**src/shared/rsc_pkg.sv**
```systemverilog
/*
 * rsc_pkg: register map, field positions, reset values, source
 * codes and the prescaler decode of the counter status/control
 * block. Assumes 32-bit AXI4-Lite data with 8-bit byte addresses.
 */
package rsc_pkg;

    // register byte addresses
    localparam logic [7:0] ADDR_SC        = 8'h00;
    localparam logic [7:0] ADDR_MOD       = 8'h04;
    localparam logic [7:0] ADDR_CNT       = 8'h08;
    localparam logic [7:0] ADDR_IRQ_STAT  = 8'h0C;
    localparam logic [7:0] ADDR_IRQ_MASK  = 8'h10;

    // status/control field positions
    localparam int CLKS_LSB = 14;
    localparam int PS_LSB   = 8;
    localparam int FLAG_BIT = 7;
    localparam int IE_BIT   = 6;
    localparam int OE_BIT   = 4;

    // reset values
    localparam logic [1:0]  CLKS_RST   = 2'h0;
    localparam logic [2:0]  PS_RST     = 3'h0;
    localparam logic [15:0] MOD_RST    = 16'h0000;
    localparam logic [15:0] CNT_RST    = 16'h0000;
    localparam logic        TOGGLE_RST = 1'b1;

    // clock source codes and prescaler off code
    localparam logic [1:0] SRC_EXT = 2'h0;
    localparam logic [1:0] SRC_LPO = 2'h1;
    localparam logic [1:0] SRC_REF = 2'h2;
    localparam logic [1:0] SRC_BUS = 2'h3;
    localparam logic [2:0] PS_OFF  = 3'h0;

    // interrupt status bits
    localparam int IRQ_W      = 2;
    localparam int IRQ_MATCH  = 0;
    localparam int IRQ_TOGGLE = 1;

    // bus responses
    localparam logic [1:0] RESP_OKAY   = 2'h0;
    localparam logic [1:0] RESP_SLVERR = 2'h2;

    localparam int TERM_W = 11;

    typedef struct packed {
        logic [1:0] clks;
        logic [2:0] ps;
        logic       ie;
        logic       oe;
    } rsc_ctrl_t;

    // divide ratio minus one for a source group and a select code
    function automatic logic [TERM_W-1:0] prescale_term(
        input logic       src_odd,
        input logic [2:0] ps
    );
        logic [TERM_W-1:0] t;
        t = 11'h000;
        case ({src_odd, ps})
            4'h1:    t = 11'h000;
            4'h2:    t = 11'h001;
            4'h3:    t = 11'h003;
            4'h4:    t = 11'h007;
            4'h5:    t = 11'h00F;
            4'h6:    t = 11'h01F;
            4'h7:    t = 11'h03F;
            4'h9:    t = 11'h07F;
            4'hA:    t = 11'h0FF;
            4'hB:    t = 11'h1FF;
            4'hC:    t = 11'h3FF;
            4'hD:    t = 11'h7FF;
            4'hE:    t = 11'h063;
            4'hF:    t = 11'h3E7;
            default: t = 11'h000;
        endcase
        return t;
    endfunction : prescale_term

endpackage : rsc_pkg

```
**src/rtl/rsc_prescaler.sv**
```systemverilog
/*
 * rsc_prescaler: divides the selected source tick by term+1 and
 * gives one registered tick per period. Assumes src_tick is a
 * one-cycle strobe synchronous to aclk.
 */
`timescale 1ns/1ps
`default_nettype none

module rsc_prescaler (
    // clock and reset
    input  wire logic                      aclk,
    input  wire logic                      aresetn,
    // control
    input  wire logic                      clear,
    input  wire logic                      enable,
    input  wire logic [rsc_pkg::TERM_W-1:0] term,
    // ticks
    input  wire logic                      src_tick,
    output logic                           tick_out
);

    logic [rsc_pkg::TERM_W-1:0] div_count;

    // divider state, cleared on select change
    always_ff @(posedge aclk)
    begin
        if (!aresetn || clear)
        begin
            div_count <= '0;
            tick_out  <= 1'b0;
        end
        else
        begin
            tick_out <= 1'b0;
            if (enable && src_tick)
            begin
                if (div_count >= term)
                begin
                    div_count <= '0;
                    tick_out  <= 1'b1;
                end
                else
                begin
                    div_count <= div_count + 11'h001;
                end
            end
        end
    end

endmodule : rsc_prescaler

`default_nettype wire

```
**src/rtl/rsc_top.sv**
```systemverilog
/*
 * rsc_top: status/control of a 16-bit real-time counter with
 * prescaler, match flag, interrupt and toggle pin, as an
 * AXI4-Lite slave. Assumes source ticks are one-cycle strobes
 * synchronous to aclk; the bus clock source ticks every cycle.
 */
// The register addresses and register access over AXI4-Lite were left to the implementer.
`timescale 1ns/1ps
`default_nettype none

// How it works
// source 00 ext, 01 lpo, 10 ref, 11 bus
// prescaler select bits 10:8, 000 off
// new prescaler select clears divider and count
// even source: divide 1 to 64
// odd source: 128..2048, 100, 1000
// bit 7 match flag, set on match
// write one clears flag and request
// bit 6 enables the match interrupt
// bit 4 lets overflow toggle the pin
// reserved bits read zero, ignore writes
// source bits 15:14; change clears counters
// count equal modulo wraps to zero
// request is flag and enable, same cycle
module rsc_top (
    // clock and reset
    input  wire logic        aclk,
    input  wire logic        aresetn,
    // axi write address
    input  wire logic        awvalid,
    output logic             awready,
    input  wire logic [7:0]  awaddr,
    // axi write data
    input  wire logic        wvalid,
    output logic             wready,
    input  wire logic [31:0] wdata,
    input  wire logic [3:0]  wstrb,
    // axi write response
    output logic             bvalid,
    input  wire logic        bready,
    output logic [1:0]       bresp,
    // axi read address
    input  wire logic        arvalid,
    output logic             arready,
    input  wire logic [7:0]  araddr,
    // axi read data
    output logic             rvalid,
    input  wire logic        rready,
    output logic [31:0]      rdata,
    output logic [1:0]       rresp,
    // clock source ticks
    input  wire logic        ext_osc_tick,
    input  wire logic        low_power_osc_clock,
    input  wire logic        internal_ref_clock,
    // device outputs
    output logic             irq,
    output logic             toggle_pin
);

    logic                      aw_held, w_held, next_aw_held, next_w_held;
    logic                      aw_take, w_take, ar_take, next_rvalid;
    logic [7:0]                aw_addr;
    logic [31:0]               w_data;
    logic [3:0]                w_strb;
    logic                      do_write, wr_known;
    logic                      sc_wr, mod_wr, stat_wr, mask_wr;
    rsc_pkg::rsc_ctrl_t        ctrl, next_ctrl;
    logic                      match_flag, next_match_flag, flag_clr;
    logic [15:0]               main_count, modulo, mod_live;
    logic [rsc_pkg::IRQ_W-1:0] irq_status, next_irq_status;
    logic [rsc_pkg::IRQ_W-1:0] irq_mask, next_irq_mask, irq_events;
    logic                      src_tick, pre_tick, pre_clear, ovf;
    logic [31:0]               rd_word;
    logic                      rd_known;

    // bus handshakes
    assign aw_take  = awvalid && awready;
    assign w_take   = wvalid && wready;
    assign ar_take  = arvalid && arready;
    assign do_write = aw_held && w_held && !bvalid;
    assign next_aw_held = aw_take || (aw_held && !do_write);
    assign next_w_held  = w_take || (w_held && !do_write);
    assign next_rvalid  = ar_take || (rvalid && !rready);

    // write address and data capture, either order
    always_ff @(posedge aclk)
    begin
        if (!aresetn)
        begin
            aw_held <= 1'b0;
            w_held  <= 1'b0;
            awready <= 1'b0;
            wready  <= 1'b0;
            aw_addr <= 8'h00;
            w_data  <= 32'h0000_0000;
            w_strb  <= 4'h0;
        end
        else
        begin
            aw_held <= next_aw_held;
            w_held  <= next_w_held;
            awready <= !next_aw_held;
            wready  <= !next_w_held;
            if (aw_take)
            begin
                aw_addr <= awaddr;
            end
            if (w_take)
            begin
                w_data <= wdata;
                w_strb <= wstrb;
            end
        end
    end

    // write decode
    assign sc_wr   = do_write && aw_addr == rsc_pkg::ADDR_SC;
    assign mod_wr  = do_write && aw_addr == rsc_pkg::ADDR_MOD;
    assign stat_wr = do_write && aw_addr == rsc_pkg::ADDR_IRQ_STAT;
    assign mask_wr = do_write && aw_addr == rsc_pkg::ADDR_IRQ_MASK;
    assign wr_known = sc_wr || mod_wr || stat_wr || mask_wr
                   || aw_addr == rsc_pkg::ADDR_CNT;

    // write response
    always_ff @(posedge aclk)
    begin
        if (!aresetn)
        begin
            bvalid <= 1'b0;
            bresp  <= rsc_pkg::RESP_OKAY;
        end
        else if (do_write)
        begin
            bvalid <= 1'b1;
            bresp  <= wr_known ? rsc_pkg::RESP_OKAY
                               : rsc_pkg::RESP_SLVERR;
        end
        else if (bready)
        begin
            bvalid <= 1'b0;
        end
    end

    // next control fields; only defined bits are taken
    always_comb
    begin
        next_ctrl = ctrl;
        if (sc_wr && w_strb[1])
        begin
            next_ctrl.clks = w_data[rsc_pkg::CLKS_LSB +: 2];
            next_ctrl.ps   = w_data[rsc_pkg::PS_LSB +: 3];
        end
        if (sc_wr && w_strb[0])
        begin
            next_ctrl.ie = w_data[rsc_pkg::IE_BIT];
            next_ctrl.oe = w_data[rsc_pkg::OE_BIT];
        end
    end

    always_ff @(posedge aclk)
    begin
        if (!aresetn)
        begin
            ctrl.clks <= rsc_pkg::CLKS_RST;
            ctrl.ps   <= rsc_pkg::PS_RST;
            ctrl.ie   <= 1'b0;
            ctrl.oe   <= 1'b0;
        end
        else
        begin
            ctrl <= next_ctrl;
        end
    end

    // a changed source or select restarts divider and count
    assign pre_clear = sc_wr && (next_ctrl.clks != ctrl.clks
                              || next_ctrl.ps != ctrl.ps);

    // source selection
    always_comb
    begin
        case (ctrl.clks)
            rsc_pkg::SRC_EXT: src_tick = ext_osc_tick;
            rsc_pkg::SRC_LPO: src_tick = low_power_osc_clock;
            rsc_pkg::SRC_REF: src_tick = internal_ref_clock;
            rsc_pkg::SRC_BUS: src_tick = 1'b1;
            default:          src_tick = 1'b0;
        endcase
    end

    rsc_prescaler u_prescaler (
        .aclk     (aclk),
        .aresetn  (aresetn),
        .clear    (pre_clear),
        .enable   (ctrl.ps != rsc_pkg::PS_OFF),
        .term     (rsc_pkg::prescale_term(ctrl.clks[0],
                                          ctrl.ps)),
        .src_tick (src_tick),
        .tick_out (pre_tick)
    );

    // overflow: count equal to the live modulo on a tick
    assign ovf = pre_tick && !pre_clear
              && main_count == mod_live;

    // main count
    always_ff @(posedge aclk)
    begin
        if (!aresetn || pre_clear)
        begin
            main_count <= rsc_pkg::CNT_RST;
        end
        else if (ovf)
        begin
            main_count <= rsc_pkg::CNT_RST;
        end
        else if (pre_tick)
        begin
            main_count <= main_count + 16'h0001;
        end
    end

    // modulo, taken into use on overflow or while stopped
    always_ff @(posedge aclk)
    begin
        if (!aresetn)
        begin
            modulo   <= rsc_pkg::MOD_RST;
            mod_live <= rsc_pkg::MOD_RST;
        end
        else
        begin
            if (mod_wr && w_strb[0])
            begin
                modulo[7:0] <= w_data[7:0];
            end
            if (mod_wr && w_strb[1])
            begin
                modulo[15:8] <= w_data[15:8];
            end
            if (ovf || ctrl.ps == rsc_pkg::PS_OFF)
            begin
                mod_live <= modulo;
            end
        end
    end

    // match flag: set wins over a same-cycle clear
    assign flag_clr = sc_wr && w_strb[0]
                   && w_data[rsc_pkg::FLAG_BIT];
    assign next_match_flag = ovf || (match_flag && !flag_clr);

    always_ff @(posedge aclk)
    begin
        if (!aresetn)
        begin
            match_flag <= 1'b0;
        end
        else
        begin
            match_flag <= next_match_flag;
        end
    end

    // toggle pin
    always_ff @(posedge aclk)
    begin
        if (!aresetn)
        begin
            toggle_pin <= rsc_pkg::TOGGLE_RST;
        end
        else if (ovf && ctrl.oe)
        begin
            toggle_pin <= !toggle_pin;
        end
    end

    // sticky event status and mask
    always_comb
    begin
        irq_events = '0;
        irq_events[rsc_pkg::IRQ_MATCH]  = ovf;
        irq_events[rsc_pkg::IRQ_TOGGLE] = ovf && ctrl.oe;
        next_irq_status = irq_status;
        if (stat_wr && w_strb[0])
        begin
            next_irq_status = irq_status & ~w_data[rsc_pkg::IRQ_W-1:0];
        end
        next_irq_status = next_irq_status | irq_events;
        next_irq_mask = irq_mask;
        if (mask_wr && w_strb[0])
        begin
            next_irq_mask = w_data[rsc_pkg::IRQ_W-1:0];
        end
    end

    always_ff @(posedge aclk)
    begin
        if (!aresetn)
        begin
            irq_status <= '0;
            irq_mask   <= '0;
        end
        else
        begin
            irq_status <= next_irq_status;
            irq_mask   <= next_irq_mask;
        end
    end

    // interrupt line follows the next state of its sources
    always_ff @(posedge aclk)
    begin
        if (!aresetn)
        begin
            irq <= 1'b0;
        end
        else
        begin
            irq <= (next_match_flag && next_ctrl.ie)
                || |(next_irq_status & next_irq_mask);
        end
    end

    // read mux; unused bits stay zero
    always_comb
    begin
        rd_word  = 32'h0000_0000;
        rd_known = 1'b1;
        case (araddr)
            rsc_pkg::ADDR_SC:
            begin
                rd_word[rsc_pkg::CLKS_LSB +: 2] = ctrl.clks;
                rd_word[rsc_pkg::PS_LSB +: 3]   = ctrl.ps;
                rd_word[rsc_pkg::FLAG_BIT]      = match_flag;
                rd_word[rsc_pkg::IE_BIT]        = ctrl.ie;
                rd_word[rsc_pkg::OE_BIT]        = ctrl.oe;
            end
            rsc_pkg::ADDR_MOD:      rd_word[15:0] = modulo;
            rsc_pkg::ADDR_CNT:      rd_word[15:0] = main_count;
            rsc_pkg::ADDR_IRQ_STAT: rd_word[rsc_pkg::IRQ_W-1:0] = irq_status;
            rsc_pkg::ADDR_IRQ_MASK: rd_word[rsc_pkg::IRQ_W-1:0] = irq_mask;
            default:                rd_known = 1'b0;
        endcase
    end

    // read channel
    always_ff @(posedge aclk)
    begin
        if (!aresetn)
        begin
            arready <= 1'b0;
            rvalid  <= 1'b0;
            rdata   <= 32'h0000_0000;
            rresp   <= rsc_pkg::RESP_OKAY;
        end
        else
        begin
            arready <= !next_rvalid;
            rvalid  <= next_rvalid;
            if (ar_take)
            begin
                rdata <= rd_word;
                rresp <= rd_known ? rsc_pkg::RESP_OKAY
                                  : rsc_pkg::RESP_SLVERR;
            end
        end
    end

endmodule : rsc_top

`default_nettype wire

```
**config.mk**
```make
export PLATFORM = sky130hd
export DESIGN_NAME = rsc_top
export DESIGN_NICKNAME = d
export VERILOG_FILES = /design/src/shared/rsc_pkg.sv /design/src/rtl/rsc_prescaler.sv /design/src/rtl/rsc_top.sv
export SDC_FILE = /design/constraint.sdc
export NUM_CORES = 1
export LEC_CHECK = 0
export CAP_MARGIN = 40
export CORE_ASPECT_RATIO = 1.4
export CORE_UTILIZATION = 60
export CTS_BUF_LIST = sky130_fd_sc_hd__clkbuf_4 sky130_fd_sc_hd__clkbuf_8
export CTS_CLUSTER_DIAMETER = 30
export DETAILED_ROUTE_END_ITERATION = 7
export DONT_BUFFER_PORTS = 1
export PLACE_DENSITY_LB_ADDON = 0.05
export SLEW_MARGIN = 5
export SYNTH_ARGS = -nofsm -noshare
export SYNTH_HDL_FRONTEND = slang
export SYNTH_SLANG_ARGS = --single-unit
```
**constraint.sdc**
```tcl
create_clock -name aclk -period 5.6 [get_ports aclk]
set_input_delay 0.28 -clock aclk [delete_from_list [all_inputs] [get_ports aclk]]
set_output_delay 0.28 -clock aclk [all_outputs]
set_load 0.02 [all_outputs]
```
==> impl_metrics.env <==
export IMPL_status="completed"
export IMPL_area_delta_synth_final_pct=11.4
export IMPL_grt_pass1_wl_mm=22.1
export IMPL_end_kind="register"
export IMPL_routed_wl_mm=13.4
export IMPL_track_usage_pct=27.0
export IMPL_die_area_mm2=0.0108
export IMPL_synth_edff_count=0
export IMPL_clock_sinks=136
export IMPL_p_int_mw=1.43
export IMPL_clkTransAtPathRegs_ns=0.08
export IMPL_max_freq_mhz=305
export IMPL_p_sw_mw=0.449
export IMPL_start_util_pct=62.2
export IMPL_dpl_hpwl_mm=9.28
export IMPL_finalCriticalPeriod_ns=3.28
export IMPL_final_common_cell="dfxtp_1"
export IMPL_fp_dieW_um=88.1
export IMPL_avgSynthCellArea_um2=8.73
export IMPL_worstSetupStartpointType="register"
export IMPL_final_cell_mix="dfxtp_1, nand2_1, nor2_1"
export IMPL_clk_latency_ns=0.44
export IMPL_path_cells="or4_1 -> nor4_4 -> o31ai_2 -> nand3_4 -> and2b_1 -> mux2i_1"
export IMPL_clock_power_share_pct=41.9
export IMPL_period_share_pct=58.5
export IMPL_async_flop_share_pct=0
export IMPL_numCtsBuffers=17
export IMPL_dr_total_vias=4790
export IMPL_port_buffers=0
export IMPL_gr_usage_met2_pct=47.0
export IMPL_seq_area_frac_synth_pct=43.7
export IMPL_final_core_util_pct=69.3
export IMPL_core_mm2=0.0100
export IMPL_routedWlPerCell_um=15.3
export IMPL_ant_nets=0
export IMPL_grt_busiest_layer="met2"
export IMPL_synth_seq_cells=136
export IMPL_drv_cap=0
export IMPL_htreeDepth=4
export IMPL_cts_tree="built"
export IMPL_postCtsSetupBuffers=0
export IMPL_tns_ns=0
export IMPL_drc=0
export IMPL_setup_viol_count_final=0
export IMPL_rsz0062_at_grt="false"
export IMPL_finalHoldViolCount=0
export IMPL_worst_pin_slew_ns=0.881
export IMPL_cts_repair_resized=0
export IMPL_rows=43
export IMPL_slew_viol_final=0
export IMPL_crit_required_ns=5.96
export IMPL_p_seq_share_pct=53.1
export IMPL_grt_max_degree=41
export IMPL_diodes=0
export IMPL_combPwrFrac_pct=4.9
export IMPL_hold_class="in -> reg"
export IMPL_routabilityCongestion=0.841
export IMPL_io_pins=105
export IMPL_synth_warning_count=0
export IMPL_drt_iter0_drc=194
export IMPL_grt_use_met1_pct=30.2
export IMPL_slew_headroom_pct=41.3
export IMPL_hold_buffers=36
export IMPL_netlist_instances=713
export IMPL_leakage_nw=2.49
export IMPL_num_nets_final=807
export IMPL_grt_use_met3_pct=7.53
export IMPL_crit_arrival_ns=3.63
export IMPL_grt_pass1_vias=4689
export IMPL_clockBufferDepth=2
export IMPL_synth_distinct_cells=59
export IMPL_cpPeakStageDelay_ns=0.77
export IMPL_clockRootBuffer="clkbuf_8"
export IMPL_power_density_mw_per_mm2=271
export IMPL_grt_overflow=0
export IMPL_firstDrtPassIters=4
export IMPL_worstPathMaxFanout=16
export IMPL_vdd_drop_max_mv=0.225
export IMPL_synth_area_mm2=0.00622
export IMPL_ys_flop_type="dfxtp_1"
export IMPL_routed_via_density=5.45
export IMPL_slowest_stage="nor4_4"
export IMPL_grt_antenna_before_repair=0
export IMPL_swShare_pct=23.9
export IMPL_drive_above_1_share_pct=7.39
export IMPL_skew_ns=0.0106
export IMPL_die_h_um=123
export IMPL_path_class="reg -> reg"
## synth_stat cells (2+ instances only)
library cell  number  area [um2]
or4_1              2        15.0
mux2i_1           50         500
nand2_1          112         420
buf_2              4        20.0
mux2i_2            2        27.5
xnor2_1           28         245
nor4_2             3        37.5
nor4b_1            2        17.5
nor2_1            81         304
nand3b_1           2        15.0
dfxtp_1          136        2720
or3b_2             2        17.5
a211oi_1           3        22.5
mux2_2             3        33.8
and3_1             5        31.3
inv_1             20        75.1
ha_1              13         163
nor3_1            10        50.1
nor4_1             3        18.8
buf_4             18         135
a22oi_1           18         135
o21ai_1            6        30.0
nor2b_1            4        25.0
and2_1             6        37.5
a21oi_1           39         195
o21ai_0           14        70.1
buf_1              2        7.51
clkbuf_1          29         109
nand2b_1           6        37.5
a211o_1            2        17.5
nand4_1            9        56.3
nor3b_1            2        15.0
xor2_1            18         158
o21a_1             2        15.0
a22o_1             6        52.6
buf_6              2        22.5
nand3_1           23         115
a21o_1             4        30.0
nor2_4             2        22.5
## state kept, by name, summed over array words and instances (netlist names), 2 cells and up
| name | flops |
|---|---|
| w_data | 16 |
| irq_status | 2 |
| ctrl | 7 |
| w_strb | 2 |
| u_prescaler.term | 11 |
| main_count | 16 |
| aw_addr | 8 |
| irq_mask | 2 |
| u_prescaler.div_count | 11 |
| rdata | 16 |
| modulo | 16 |
| mod_live | 16 |
## power by group through the flow
stage          Sequential [mW]  Combinational, mW  Clock [mW]
2_1_floorplan             1.01             0.0767           0
3_3_place_gp              1.02             0.0641           0
3_5_place_dp              1.02             0.0663           0
4_1_cts                  0.998             0.0905       0.801
5_1_grt                   1.00              0.102       0.843
6_report                 0.998             0.0921       0.788
## critical path, delay by kind of cell, from the launching register on
| family | cells | cell delay [ns] |
|---|---|---|
| AOI/OAI and AO/OA | 1 | 0.25 |
| DFF | 1 | 0.32 |
| muxes | 1 | 0.27 |
| and+or+nand+nor | 4 | 2.34 |
## final timing paths
| check | from | cells after the start | end | slack, ns |
|---|---|---|---|---|
| hold reg to reg | aw_addr[6] | 2 | aw_addr[6] | 0.46 |
| hold / removal | bready | 2 | bvalid | 0.03 |
| setup / recovery | aw_addr[7] | 6 | mod_live[2] | 2.32 |
| setup reg to reg | aw_addr[7] | 6 | mod_live[2] | 2.32 |
## layer usage
metal	part of all wire [%]	wire, um
met5	0	0
met2	51	6890
met4	2.4	328
met3	4.1	551
met1	42	5660
## stage by stage
stage          area [um2]  setup WS (ns)  std cells  hold WS [ns]  power, mW
3_5_place_dp         6180           2.35        812         0.361       1.09
2_1_floorplan        6290           3.20        730         0.416       1.09
5_1_grt              6940           2.13        879        0.0152       1.94
6_report             6940           2.32        879        0.0339       1.88
4_1_cts              6940           2.32        879        0.0161       1.89
3_3_place_gp         6170           2.41        811         0.361       1.08
## cell families (layout without fill, tap and decap cells)
group,Yosys count,count (layout),synth area share (%)
buf+inv,77,91,6.23
fa+ha+maj,13,13,2.61
simple gates,282,282,21.3
compound gates,103,103,10.5
other cells,1,18,0.0602
mux,55,55,9.03
xor+xnor,46,46,6.47
flops,136,136,43.7
## final cells by class
class	instances	area, um2
multi-input cells	517	3180
clock buffers	19	262
inverters	21	78.8
flip-flops and latches	136	2720
repair buffers	39	393
clock inverters	12	128
fillers	827	3070
well taps	135	169
Power figures use the tool's default switching activity.
